[config.mk]
export PLATFORM = sky130hd
export DESIGN_NAME = core_mem_test_seq
export DESIGN_NICKNAME = d
export VERILOG_FILES = /design/src/include/core_mem_test_pkg.sv /design/src/core/core_mem_test_seq.sv /design/src/core/panel_sync.sv /design/src/core/pattern_check.sv
export VERILOG_INCLUDE_DIRS = /design/src /design/src/include
export SDC_FILE = /design/constraint.sdc
export NUM_CORES = 1
export LEC_CHECK = 0
export ABC_AREA = 1
export BUFFER_PORTS_ARGS = -buffer_cell sky130_fd_sc_hd__buf_2
export CORE_MARGIN = 4
export CORE_UTILIZATION = 45
export DETAILED_ROUTE_END_ITERATION = 6
export PLACE_DENSITY = 0.69
export REMOVE_ABC_BUFFERS = 1
export SYNTH_ARGS = -nofsm -noshare
export SYNTH_HDL_FRONTEND = slang
export SYNTH_SLANG_ARGS = --single-unit
export TNS_END_PERCENT = 5
[constraint.sdc]
create_clock -name core_clk_i -period 3.1 [get_ports core_clk_i]
set_input_delay 0.62 -clock core_clk_i [delete_from_list [all_inputs] [get_ports core_clk_i]]
set_output_delay 0.62 -clock core_clk_i [all_outputs]
set_load 0.01 [all_outputs]
[src/include/core_mem_test_consts.svh]
`ifndef CORE_MEM_TEST_CONSTS_SVH
`define CORE_MEM_TEST_CONSTS_SVH
// What this block does
// - halt when address reaches octal 7777
// - continuous stop at three, single at zero
// - local auto write loads pattern word
// - manual write sets bit 48 on even parity
// - manual write end clears parity bit
// - clear driver only when continuing, auto or read
// - clear driver clears info register and error
// - address clear driver inhibited in local
// - start level only in local mode
// - start at zero triggers cycle, counter one
// - next start after manual write increments address
// - read parity error sets error at pulse two
// - continuous: two clocks at three, then restart
// - normal auto: read then write per address
// - auto read compares pattern, ignores parity
// - worst case: four cycles with complement
// - step switch increments address in local
// - start at zero clears info on read or auto
// - auto start toggles write flip-flop
// - start flip-flop records single-cycle halt
// - all actions sequenced by one system clock
// - continue only local, continuous, no stop condition
// - remote or single returns counter to zero
// - address count gated by count, flag, mode
`define ADDR_W 12
`define INFO_W 49
`define FINAL_ADDR 12'o7777
`define PC_ZERO 2'h0
`define PC_ONE 2'h1
`define PC_TWO 2'h2
`define PC_THREE 2'h3
`endif

[src/include/core_mem_test_pkg.sv]
package core_mem_test_pkg;
  typedef enum logic [1:0] {
    pc_zero = 2'b00,
    pc_one = 2'b01,
    pc_two = 2'b10,
    pc_three = 2'b11
  } pulse_count_e;
endpackage

[src/core/core_mem_test_seq.sv]
`timescale 1ns/1ps
`include "core_mem_test_consts.svh"
module core_mem_test_seq
  import core_mem_test_pkg::*;
(
  input wire logic core_clk_i,
  input wire logic reset_n_i,
  input wire logic clk_en_i,
  input wire logic start_button_level_i,
  input wire logic step_address_switch_i,
  input wire logic remote_select_i,
  input wire logic manual_select_i,
  input wire logic single_cycle_level_i,
  input wire logic pattern_normal_sel_i,
  input wire logic pattern_worst_sel_i,
  input wire logic stop_final_addr_sel_i,
  input wire logic stop_on_error_sel_i,
  input wire logic count_enable_sel_i,
  input wire logic strobe_pulse_i,
  input wire logic cycle_done_i,
  input wire logic [`INFO_W-1:0] sense_data_i,
  input wire logic [`INFO_W-1:0] pattern_word_i,
  input wire logic [`INFO_W-1:0] manual_info_i,
  input wire logic manual_load_i,
  output logic cycle_timing_trigger_o,
  output logic [1:0] cycle_pulse_counter_o,
  output logic start_memory_ff_o,
  output logic write_cycle_ff_o,
  output logic worst_case_ff_o,
  output logic error_ff_o,
  output logic info_clear_driver_o,
  output logic address_clear_driver_o,
  output logic continue_level_o,
  output logic final_address_detect_o,
  output logic [`ADDR_W-1:0] address_register_o,
  output logic [`INFO_W-1:0] info_register_bits_o
);
  typedef struct packed {
    pulse_count_e pc;
    logic start_ff;
    logic write_ff;
    logic worst_ff;
    logic error_ff;
    logic in_cycle;
    logic trigger;
    logic [`ADDR_W-1:0] addr;
    logic [`INFO_W-1:0] info;
  } seq_s;

  seq_s state_reg;
  seq_s state_next;

  // remote, manual, single and pattern switches are slow panel levels
  logic start_lvl, start_rise, step_rise;
  logic remote_level, manual_level, single_lvl, worst_lvl;
  logic sfa_lvl, soe_lvl, count_lvl, strobe_rise, done_rise;
  logic [`INFO_W-1:0] expect_word;
  logic mismatch, parity_even;
  logic local_start_level, continue_level, final_hit, info_clear;

  panel_sync u_start (.core_clk_i(core_clk_i), .reset_n_i(reset_n_i), .clk_en_i(clk_en_i),
    .async_i(start_button_level_i), .level_o(start_lvl), .rise_o(start_rise));
  panel_sync u_step (.core_clk_i(core_clk_i), .reset_n_i(reset_n_i), .clk_en_i(clk_en_i),
    .async_i(step_address_switch_i), .level_o(), .rise_o(step_rise));
  panel_sync u_remote (.core_clk_i(core_clk_i), .reset_n_i(reset_n_i), .clk_en_i(clk_en_i),
    .async_i(remote_select_i), .level_o(remote_level), .rise_o());
  panel_sync u_manual (.core_clk_i(core_clk_i), .reset_n_i(reset_n_i), .clk_en_i(clk_en_i),
    .async_i(manual_select_i), .level_o(manual_level), .rise_o());
  panel_sync u_single (.core_clk_i(core_clk_i), .reset_n_i(reset_n_i), .clk_en_i(clk_en_i),
    .async_i(single_cycle_level_i), .level_o(single_lvl), .rise_o());
  // worst case only when complement chosen and normal not held
  panel_sync u_worst (.core_clk_i(core_clk_i), .reset_n_i(reset_n_i), .clk_en_i(clk_en_i),
    .async_i(pattern_worst_sel_i & ~pattern_normal_sel_i), .level_o(worst_lvl), .rise_o());
  panel_sync u_sfa (.core_clk_i(core_clk_i), .reset_n_i(reset_n_i), .clk_en_i(clk_en_i),
    .async_i(stop_final_addr_sel_i), .level_o(sfa_lvl), .rise_o());
  panel_sync u_soe (.core_clk_i(core_clk_i), .reset_n_i(reset_n_i), .clk_en_i(clk_en_i),
    .async_i(stop_on_error_sel_i), .level_o(soe_lvl), .rise_o());
  panel_sync u_count (.core_clk_i(core_clk_i), .reset_n_i(reset_n_i), .clk_en_i(clk_en_i),
    .async_i(count_enable_sel_i), .level_o(count_lvl), .rise_o());
  // strobe and cycle-done come from the analogue timing chain
  panel_sync u_strobe (.core_clk_i(core_clk_i), .reset_n_i(reset_n_i), .clk_en_i(clk_en_i),
    .async_i(strobe_pulse_i), .level_o(), .rise_o(strobe_rise));
  panel_sync u_done (.core_clk_i(core_clk_i), .reset_n_i(reset_n_i), .clk_en_i(clk_en_i),
    .async_i(cycle_done_i), .level_o(), .rise_o(done_rise));

  pattern_check u_pat (
    .pattern_i(pattern_word_i),
    .complement_i(state_reg.worst_ff),
    .info_i(state_reg.info),
    .expect_o(expect_word),
    .mismatch_o(mismatch),
    .parity_even_o(parity_even)
  );

  assign local_start_level = start_rise & ~remote_level;
  assign final_hit = (state_reg.addr == `FINAL_ADDR);
  assign continue_level = ~remote_level & ~single_lvl
    & ~(sfa_lvl & final_hit & (manual_level | (~state_reg.worst_ff & state_reg.write_ff)))
    & ~(soe_lvl & state_reg.error_ff);
  // lone start press at zero or three, or end-of-cycle continue
  always_comb begin
    info_clear = 1'b0;
    if (!remote_level) begin
      if (local_start_level && (state_reg.pc == pc_zero || state_reg.pc == pc_three)
          && (!manual_level || !state_reg.write_ff)) begin
        info_clear = 1'b1;
      end
      if (done_rise && continue_level && (!manual_level || !state_reg.write_ff)) begin
        info_clear = 1'b1;
      end
    end
  end

  always_comb begin
    logic begin_cycle;
    logic bump_addr;
    begin_cycle = 1'b0;
    bump_addr = 1'b0;
    state_next = state_reg;
    if (clk_en_i) begin
      state_next.trigger = 1'b0;
      if (strobe_rise && state_reg.in_cycle) begin
        if (!state_reg.write_ff) begin
          state_next.info = sense_data_i;
        end else if (!manual_level && !remote_level) begin
          state_next.info = expect_word;
        end else if (parity_even) begin
          state_next.info[`INFO_W-1] = 1'b1;
        end
      end
      if (manual_load_i && !state_reg.in_cycle && state_reg.pc == pc_zero) begin
        state_next.info = manual_info_i;
      end
      if (done_rise && state_reg.in_cycle) begin
        state_next.in_cycle = 1'b0;
        if (manual_level && state_reg.write_ff) begin
          state_next.info[`INFO_W-1] = 1'b0;
        end
      end
      unique case (state_reg.pc)
        pc_zero: begin
          if (local_start_level) begin
            begin_cycle = 1'b1;
          end
        end
        pc_one: begin
          state_next.pc = pc_two;
        end
        pc_two: begin
          if (state_reg.write_ff == 1'b0 && state_reg.in_cycle == 1'b0) begin
            if ((parity_even && manual_level) || (!manual_level && mismatch)) begin
              state_next.error_ff = 1'b1;
            end
          end
          if (!state_reg.in_cycle) begin
            state_next.pc = pc_three;
          end
        end
        pc_three: begin
          if (remote_level || single_lvl) begin
            state_next.pc = pc_zero;
            state_next.start_ff = 1'b1;
          end else if (state_reg.start_ff) begin
            begin_cycle = 1'b1;
          end else if (local_start_level || continue_level) begin
            state_next.start_ff = 1'b1;
          end
        end
      endcase
      if (begin_cycle) begin
        state_next.pc = pc_one;
        state_next.trigger = 1'b1;
        state_next.in_cycle = 1'b1;
        state_next.start_ff = 1'b0;
        if (state_reg.start_ff) begin
          bump_addr = count_lvl & ~state_reg.worst_ff & (manual_level | state_reg.write_ff);
          if (!manual_level) begin
            state_next.write_ff = ~state_reg.write_ff;
            if (!state_reg.write_ff && worst_lvl) begin
              state_next.worst_ff = ~state_reg.worst_ff;
            end
          end
        end
      end
      if (step_rise && !remote_level) begin
        bump_addr = 1'b1;
      end
      if (bump_addr) begin
        state_next.addr = state_reg.addr + `ADDR_W'(1);
      end
      if (info_clear) begin
        state_next.info = '0;
        state_next.error_ff = 1'b0;
      end
    end
  end

  always_ff @(posedge core_clk_i or negedge reset_n_i) begin
    if (!reset_n_i) begin
      state_reg <= '0;
    end else begin
      state_reg <= state_next;
    end
  end

  assign cycle_timing_trigger_o = state_reg.trigger;
  assign cycle_pulse_counter_o = state_reg.pc;
  assign start_memory_ff_o = state_reg.start_ff;
  assign write_cycle_ff_o = state_reg.write_ff;
  assign worst_case_ff_o = state_reg.worst_ff;
  assign error_ff_o = state_reg.error_ff;
  assign info_clear_driver_o = info_clear;
  // gated by the remote level, so it stays low in local
  assign address_clear_driver_o = remote_level & done_rise;
  assign continue_level_o = continue_level;
  assign final_address_detect_o = final_hit;
  assign address_register_o = state_reg.addr;
  assign info_register_bits_o = state_reg.info;

  property p_start_trigger;
    @(posedge core_clk_i) disable iff (!reset_n_i)
      (clk_en_i && state_reg.pc == pc_zero && local_start_level) |=> (state_reg.trigger && state_reg.pc == pc_one);
  endproperty
  a_start_trigger: assert property (p_start_trigger) else $error("start did not trigger cycle");

  property p_one_to_two;
    @(posedge core_clk_i) disable iff (!reset_n_i)
      (clk_en_i && state_reg.pc == pc_one) |=> state_reg.pc == pc_two;
  endproperty
  a_one_to_two: assert property (p_one_to_two) else $error("counter did not advance from one");

  property p_single_zero;
    @(posedge core_clk_i) disable iff (!reset_n_i)
      (clk_en_i && state_reg.pc == pc_three && single_lvl) |=> (state_reg.pc == pc_zero && state_reg.start_ff);
  endproperty
  a_single_zero: assert property (p_single_zero) else $error("single cycle not parked at zero");

  property p_stop_holds;
    @(posedge core_clk_i) disable iff (!reset_n_i)
      (clk_en_i && state_reg.pc == pc_three && !state_reg.start_ff && !continue_level && !local_start_level
       && !single_lvl && !remote_level) |=> state_reg.pc == pc_three;
  endproperty
  a_stop_holds: assert property (p_stop_holds) else $error("stopped run left count three");

  property p_restart;
    @(posedge core_clk_i) disable iff (!reset_n_i)
      (clk_en_i && state_reg.pc == pc_three && state_reg.start_ff && !single_lvl && !remote_level)
      |=> (state_reg.pc == pc_one && !state_reg.start_ff && state_reg.trigger);
  endproperty
  a_restart: assert property (p_restart) else $error("second clock at three did not restart");

  property p_addr_clear_off;
    @(posedge core_clk_i) disable iff (!reset_n_i)
      !remote_level |-> !address_clear_driver_o;
  endproperty
  a_addr_clear_off: assert property (p_addr_clear_off) else $error("address clear driven");

  property p_clear_effect;
    @(posedge core_clk_i) disable iff (!reset_n_i)
      (clk_en_i && info_clear) |=> (state_reg.info == '0 && !state_reg.error_ff);
  endproperty
  a_clear_effect: assert property (p_clear_effect) else $error("clear driver left data");

  property p_step;
    @(posedge core_clk_i) disable iff (!reset_n_i)
      (clk_en_i && step_rise && !remote_level) |=> state_reg.addr == $past(state_reg.addr) + `ADDR_W'(1);
  endproperty
  a_step: assert property (p_step) else $error("step did not increment address");

  property p_no_remote_start;
    @(posedge core_clk_i) disable iff (!reset_n_i)
      (clk_en_i && remote_level && state_reg.pc == pc_zero) |=> !state_reg.trigger;
  endproperty
  a_no_remote_start: assert property (p_no_remote_start) else $error("start level in remote");

  property p_trigger_pulse;
    @(posedge core_clk_i) disable iff (!reset_n_i)
      (clk_en_i && state_reg.trigger) |=> !state_reg.trigger;
  endproperty
  a_trigger_pulse: assert property (p_trigger_pulse) else $error("trigger longer than one clock");

  property p_two_to_three;
    @(posedge core_clk_i) disable iff (!reset_n_i)
      (clk_en_i && state_reg.pc == pc_two && !state_reg.in_cycle) |=> state_reg.pc == pc_three;
  endproperty
  a_two_to_three: assert property (p_two_to_three) else $error("counter did not reach three");

  property p_parity_error;
    @(posedge core_clk_i) disable iff (!reset_n_i)
      (clk_en_i && state_reg.pc == pc_two && !state_reg.in_cycle && !state_reg.write_ff && manual_level
       && parity_even && !info_clear) |=> state_reg.error_ff;
  endproperty
  a_parity_error: assert property (p_parity_error) else $error("parity error not flagged");

  property p_pattern_error;
    @(posedge core_clk_i) disable iff (!reset_n_i)
      (clk_en_i && state_reg.pc == pc_two && !state_reg.in_cycle && !state_reg.write_ff && !manual_level
       && mismatch && !info_clear) |=> state_reg.error_ff;
  endproperty
  a_pattern_error: assert property (p_pattern_error) else $error("pattern mismatch not flagged");

  property p_auto_write_load;
    @(posedge core_clk_i) disable iff (!reset_n_i)
      (clk_en_i && strobe_rise && state_reg.in_cycle && state_reg.write_ff && !manual_level && !remote_level
       && !info_clear) |=> state_reg.info == $past(expect_word);
  endproperty
  a_auto_write_load: assert property (p_auto_write_load) else $error("pattern word not loaded");

  property p_parity_set;
    @(posedge core_clk_i) disable iff (!reset_n_i)
      (clk_en_i && strobe_rise && state_reg.in_cycle && state_reg.write_ff && manual_level && parity_even
       && !done_rise && !info_clear) |=> state_reg.info[`INFO_W-1];
  endproperty
  a_parity_set: assert property (p_parity_set) else $error("parity bit not set");

  property p_parity_clear;
    @(posedge core_clk_i) disable iff (!reset_n_i)
      (clk_en_i && done_rise && state_reg.in_cycle && manual_level && state_reg.write_ff)
      |=> !state_reg.info[`INFO_W-1];
  endproperty
  a_parity_clear: assert property (p_parity_clear) else $error("parity bit not cleared");

  property p_manual_keep;
    @(posedge core_clk_i) disable iff (!reset_n_i)
      (clk_en_i && done_rise && manual_level && state_reg.write_ff) |-> !info_clear;
  endproperty
  a_manual_keep: assert property (p_manual_keep) else $error("manual write cleared register");

  property p_auto_toggle;
    @(posedge core_clk_i) disable iff (!reset_n_i)
      (clk_en_i && state_reg.pc == pc_zero && local_start_level && state_reg.start_ff && !manual_level)
      |=> state_reg.write_ff != $past(state_reg.write_ff);
  endproperty
  a_auto_toggle: assert property (p_auto_toggle) else $error("write flag did not alternate");

  property p_worst_no_bump;
    @(posedge core_clk_i) disable iff (!reset_n_i)
      (clk_en_i && state_reg.worst_ff && !step_rise) |=> $stable(state_reg.addr);
  endproperty
  a_worst_no_bump: assert property (p_worst_no_bump) else $error("address moved in worst case");

  property p_count_inhibit;
    @(posedge core_clk_i) disable iff (!reset_n_i)
      (clk_en_i && !count_lvl && !step_rise) |=> $stable(state_reg.addr);
  endproperty
  a_count_inhibit: assert property (p_count_inhibit) else $error("address counted while inhibited");

  property p_continue_start;
    @(posedge core_clk_i) disable iff (!reset_n_i)
      (clk_en_i && state_reg.pc == pc_three && !state_reg.start_ff && continue_level && !remote_level
       && !single_lvl) |=> (state_reg.start_ff && state_reg.pc == pc_three);
  endproperty
  a_continue_start: assert property (p_continue_start) else $error("first clock at three missed");
endmodule

[src/core/panel_sync.sv]
`timescale 1ns/1ps
// two-stage synchroniser with rising-edge pulse
module panel_sync (
  input wire logic core_clk_i,
  input wire logic reset_n_i,
  input wire logic clk_en_i,
  input wire logic async_i,
  output logic level_o,
  output logic rise_o
);
  typedef struct packed {
    logic meta;
    logic sync;
    logic prev;
  } sync_s;
  sync_s state_reg;
  sync_s state_next;
  always_comb begin
    state_next = state_reg;
    if (clk_en_i) begin
      state_next.meta = async_i;
      state_next.sync = state_reg.meta;
      state_next.prev = state_reg.sync;
    end
  end
  always_ff @(posedge core_clk_i or negedge reset_n_i) begin
    if (!reset_n_i) begin
      state_reg <= '0;
    end else begin
      state_reg <= state_next;
    end
  end
  assign level_o = state_reg.sync;
  assign rise_o = clk_en_i & state_reg.sync & ~state_reg.prev;
endmodule

[src/core/pattern_check.sv]
`timescale 1ns/1ps
`include "core_mem_test_consts.svh"
// pattern word, optionally complemented, and parity of the info register
module pattern_check (
  input wire logic [`INFO_W-1:0] pattern_i,
  input wire logic complement_i,
  input wire logic [`INFO_W-1:0] info_i,
  output logic [`INFO_W-1:0] expect_o,
  output logic mismatch_o,
  output logic parity_even_o
);
  assign expect_o = complement_i ? ~pattern_i : pattern_i;
  assign mismatch_o = (info_i != expect_o);
  assign parity_even_o = ~(^info_i);
endmodule

==> metrics.txt <==
# TYPE chip_impl_metric gauge
chip_impl_info{name="status",value="finished, final reports clean"} 1
chip_impl_info{name="unrepaired_setup_endpoints_after_global_routing",value="false"} 1
chip_impl_metric{name="ffs_latches_synth",unit=""} 95
chip_impl_info{name="startpoint_types",value="register"} 1
chip_impl_metric{name="final-setup-viol-count",unit=""} 0
chip_impl_metric{name="cts-hold-fix-buffers",unit=""} 0
chip_impl_metric{name="synth_enable_flop_cells",unit=""} 0
chip_impl_metric{name="post_dp_hpwl",unit="um"} 17500
chip_impl_metric{name="syn-mean-instance-area",unit="um2"} 6.65
chip_impl_metric{name="final_worst_setup_slack",unit="ns"} 0.444
chip_impl_metric{name="buffer_ports.inserted",unit=""} 234
chip_impl_metric{name="cts_htree_levels",unit=""} 3
chip_impl_info{name="cts_tree",value="built"} 1
chip_impl_metric{name="worst_pin_slew",unit="ns"} 0.959
chip_impl_metric{name="crit_fanout",unit=""} 96
chip_impl_metric{name="grt_first_pass_wirelength",unit="um"} 37900
chip_impl_metric{name="drt_pre_antenna_iters",unit=""} 5
chip_impl_metric{name="power_density_of_the_placed_cells",unit="nW/um2"} 889
chip_impl_info{name="worst_hold_path_type",value="in -> async"} 1
chip_impl_metric{name="power.leakage",unit="nW"} 4.51
chip_impl_info{name="cts_root_buf",value="sky130_fd_sc_hd__clkbuf_16"} 1
chip_impl_metric{name="required_arrival_time_at_the_worst_endpoint",unit="ns"} 3.36
chip_impl_metric{name="final_layout_size_suffix_gt1_share",unit="%"} 22.4
chip_impl_metric{name="initial_utilization",unit="%"} 46.2
chip_impl_metric{name="largest_register_ff_count",unit=""} 49
chip_impl_metric{name="setup_clock_skew_after_layout",unit="ns"} 0.0109
chip_impl_metric{name="die_width",unit="um"} 139
chip_impl_metric{name="clk_path_buf_depth",unit=""} 2
chip_impl_metric{name="synth_seq_area_share",unit="%"} 30.8
chip_impl_metric{name="finish.utilization",unit="%"} 53.2
chip_impl_metric{name="pre_cts_slack",unit="ns"} 0.445
chip_impl_metric{name="detail_route.wirelength",unit="um"} 23100
chip_impl_metric{name="cts_num_sinks",unit=""} 95
chip_impl_metric{name="cap_violations",unit=""} 0
chip_impl_metric{name="finalHoldViolations",unit=""} 0
chip_impl_metric{name="final_antenna_net_count",unit=""} 0
chip_impl_info{name="setup.worst_path.end_class",value="register"} 1
chip_impl_metric{name="gr-total-overflow",unit=""} 0
chip_impl_metric{name="critical_path_arrival",unit="ns"} 2.91
chip_impl_metric{name="timing.setup.tns",unit="ns"} 0
chip_impl_metric{name="power_after_layout",unit="mW"} 7.91
chip_impl_metric{name="max_freq",unit="MHz"} 377
chip_impl_metric{name="die_area",unit="um2"} 19300
chip_impl_metric{name="vias_per_cell",unit=""} 4.98
chip_impl_metric{name="layout-area-overhead-vs-synth",unit="%"} 15.2
chip_impl_metric{name="drc_errors",unit=""} 0
chip_impl_metric{name="synth_cells",unit=""} 1161
chip_impl_metric{name="tritoncts.num_buffers",unit=""} 9
chip_impl_metric{name="io_pins",unit=""} 235
chip_impl_metric{name="vias",unit=""} 7633
chip_impl_metric{name="pin_count_of_the_biggest_net_entering_global_routing",unit=""} 97
chip_impl_metric{name="core.rowCount",unit=""} 47
chip_impl_metric{name="worstSkewPairLatency",unit="ns"} 0.35
chip_impl_metric{name="final_net_count",unit=""} 1475
chip_impl_metric{name="rrSetupSlack",unit="ns"} 0.44
chip_impl_metric{name="max-vdd-ir-drop",unit="uV"} 423
chip_impl_metric{name="clkSlewWorstSetupHoldPaths",unit="ns"} 0.07
chip_impl_metric{name="gp_congestion",unit=""} 0.907
chip_impl_metric{name="final_cells",unit=""} 1533
chip_impl_metric{name="place_inst",unit=""} 1517
chip_impl_metric{name="cts.repair.resized",unit=""} 0
chip_impl_metric{name="die_height",unit="um"} 139
chip_impl_metric{name="design_area",unit="um2"} 8890
chip_impl_metric{name="final.min_clock_period",unit="ns"} 2.66
chip_impl_metric{name="fill_cells",unit=""} 1694
chip_impl_metric{name="grt_pass1_vias",unit=""} 7591
chip_impl_metric{name="maxSlewViolCount",unit=""} 0
chip_impl_info{name="critPathKind",value="reg -> reg"} 1
chip_impl_metric{name="synth_area",unit="um2"} 7720
chip_impl_metric{name="timing.slew.headroom",unit="%"} 36.1
chip_impl_metric{name="yosys.cell_types.count",unit=""} 41
chip_impl_metric{name="post_drt_wl_per_cell",unit="um"} 15.0
chip_impl_metric{name="number_of_drc_markers_in_iteration_0",unit=""} 384
chip_impl_metric{name="worst_hold_slack",unit="ns"} 0.211
chip_impl_metric{name="setup_fix_bufs_post_cts",unit=""} 0
chip_impl_metric{name="antenna_found_initial",unit=""} 0
chip_impl_metric{name="finalCritPeriodShare",unit="%"} 85.7
chip_impl_metric{name="place_area",unit="um2"} 8590
chip_impl_metric{name="core_area",unit="um2"} 16700
chip_impl_metric{name="synthesis.yosys.warnings",unit=""} 0
chip_impl_metric{name="asyncSetResetFlopFracSynth",unit="%"} 100
chip_impl_info{name="postSynth.topFlopCell",value="sky130_fd_sc_hd__dfrtp_1"} 1
chip_impl_metric{name="grt_use_total",unit="%"} 24.1
cell usage after synthesis, types with 2 or more instances:
library cell | count | area share, %
sky130_fd_sc_hd__nand2_1 | 477 | 23
sky130_fd_sc_hd__o21ai_0 | 97 | 6.3
sky130_fd_sc_hd__dfrtp_1 | 95 | 31
sky130_fd_sc_hd__inv_1 | 82 | 4.0
sky130_fd_sc_hd__buf_4 | 66 | 6.4
sky130_fd_sc_hd__xnor2_1 | 54 | 6.1
sky130_fd_sc_hd__o21ai_1 | 49 | 3.2
sky130_fd_sc_hd__xor2_1 | 46 | 5.2
sky130_fd_sc_hd__nor2_1 | 40 | 1.9
sky130_fd_sc_hd__clkbuf_1 | 26 | 1.3
sky130_fd_sc_hd__nand3_1 | 21 | 1.4
sky130_fd_sc_hd__buf_2 | 14 | 0.91
sky130_fd_sc_hd__nor3_1 | 11 | 0.71
sky130_fd_sc_hd__a32o_1 | 10 | 1.3
sky130_fd_sc_hd__or2_2 | 9 | 0.73
sky130_fd_sc_hd__o22ai_1 | 8 | 0.65
sky130_fd_sc_hd__a21oi_1 | 7 | 0.45
sky130_fd_sc_hd__nand4_1 | 7 | 0.57
sky130_fd_sc_hd__inv_2 | 6 | 0.29
sky130_fd_sc_hd__buf_6 | 5 | 0.73
sky130_fd_sc_hd__ha_1 | 4 | 0.65
sky130_fd_sc_hd__nand2_2 | 4 | 0.32
sky130_fd_sc_hd__nor2_4 | 3 | 0.44
sky130_fd_sc_hd__a21oi_4 | 2 | 0.42
sky130_fd_sc_hd__o211ai_1 | 2 | 0.19
power by group:
part           internal (mW)  switching [mW]  leakage [nW]
combinational           1.71            2.96          3.12
clock                  0.652           0.521         0.143
sequential              1.57           0.491          1.25
layout make-up:
class	instances	area [um2]	area share [%]
Clock buffer	10	239	2.69
Timing Repair Buffer	247	1300	14.6
Antenna cell	1	2.50	0.0281
Multi-Input combinational cell	866	4300	48.3
Inverter	89	334	3.76
Tap cell	220	275	3.10
Sequential cell	95	2380	26.8
Clock inverter	5	65.1	0.732
placed cells by master (no fill, tap or decap), types with 2 or more instances in the layout:
cell type	n
sky130_fd_sc_hd__a21oi_1	7
sky130_fd_sc_hd__a21oi_4	2
sky130_fd_sc_hd__a32o_1	10
sky130_fd_sc_hd__buf_12	2
sky130_fd_sc_hd__buf_2	233
sky130_fd_sc_hd__buf_4	12
sky130_fd_sc_hd__clkbuf_16	9
sky130_fd_sc_hd__clkinvlp_4	2
sky130_fd_sc_hd__dfrtp_1	93
sky130_fd_sc_hd__ha_1	4
sky130_fd_sc_hd__inv_1	81
sky130_fd_sc_hd__inv_2	7
sky130_fd_sc_hd__nand2_1	477
sky130_fd_sc_hd__nand2_2	3
sky130_fd_sc_hd__nand2_4	2
sky130_fd_sc_hd__nand3_1	21
sky130_fd_sc_hd__nand4_1	7
sky130_fd_sc_hd__nor2_1	40
sky130_fd_sc_hd__nor2_4	3
sky130_fd_sc_hd__nor3_1	10
sky130_fd_sc_hd__nor3_2	2
sky130_fd_sc_hd__o211ai_1	2
sky130_fd_sc_hd__o21ai_0	97
sky130_fd_sc_hd__o21ai_1	49
sky130_fd_sc_hd__o22ai_1	8
sky130_fd_sc_hd__or2_2	9
sky130_fd_sc_hd__xnor2_1	54
sky130_fd_sc_hd__xor2_1	46
path summary, 6_finish.rpt:
kind | depth (start not counted) | end | from
max in group asynchronous | 2 | address_register_o[6]$_DFFE_PN0P_ | reset_n_i
max | 14 | info_register_bits_o[36]$_DFFE_PN0P_ | address_register_o[0]$_DFFE_PN0P_
max reg2reg | 14 | info_register_bits_o[36]$_DFFE_PN0P_ | address_register_o[0]$_DFFE_PN0P_
min reg2reg | 2 | u_remote.state_reg[2]$_DFFE_PN0P_ | u_remote.state_reg[2]$_DFFE_PN0P_
min in group core_clk_i | 2 | u_worst.state_reg[2]$_DFFE_PN0P_ | pattern_normal_sel_i
min | 1 | info_register_bits_o[4]$_DFFE_PN0P_ | reset_n_i
cells by family after synthesis:
group	Yosys count	synth area share (%)
buffers and inverters	200	13.6
adder cells (fa/ha/maj)	4	0.648
flip-flops	95	30.8
AO/OA/AOI/OAI	185	13.6
XOR/XNOR	100	11.3
multiplexers	1	0.146
AND/OR/NAND/NOR	576	29.8
routing by layer:
metal	part of all wire [%]	wire length (um)	GRT usage [%]
met5	0	0	0
met4	2.9	673	9.73
met3	5.8	1340	3.69
met2	46	10600	39.6
met1	45	10400	31.8
critical path, cell delays in order, from the launching register on:
cell and delay, ns:
sky130_fd_sc_hd__dfrtp_1 0.40, sky130_fd_sc_hd__ha_1 0.21, sky130_fd_sc_hd__nand2_1 0.11, sky130_fd_sc_hd__nor3_2 0.17, sky130_fd_sc_hd__a41oi_1 0.13, sky130_fd_sc_hd__o21ai_1 0.16, sky130_fd_sc_hd__inv_2 0.06, sky130_fd_sc_hd__nand2_2 0.07
sky130_fd_sc_hd__a21oi_4 0.06, sky130_fd_sc_hd__inv_2 0.05, sky130_fd_sc_hd__nand2_1 0.07, sky130_fd_sc_hd__nand2_4 0.06, sky130_fd_sc_hd__buf_4 0.63, sky130_fd_sc_hd__nand2_1 0.11, sky130_fd_sc_hd__o21ai_1 0.13
(Power assumes the default switching activity.)
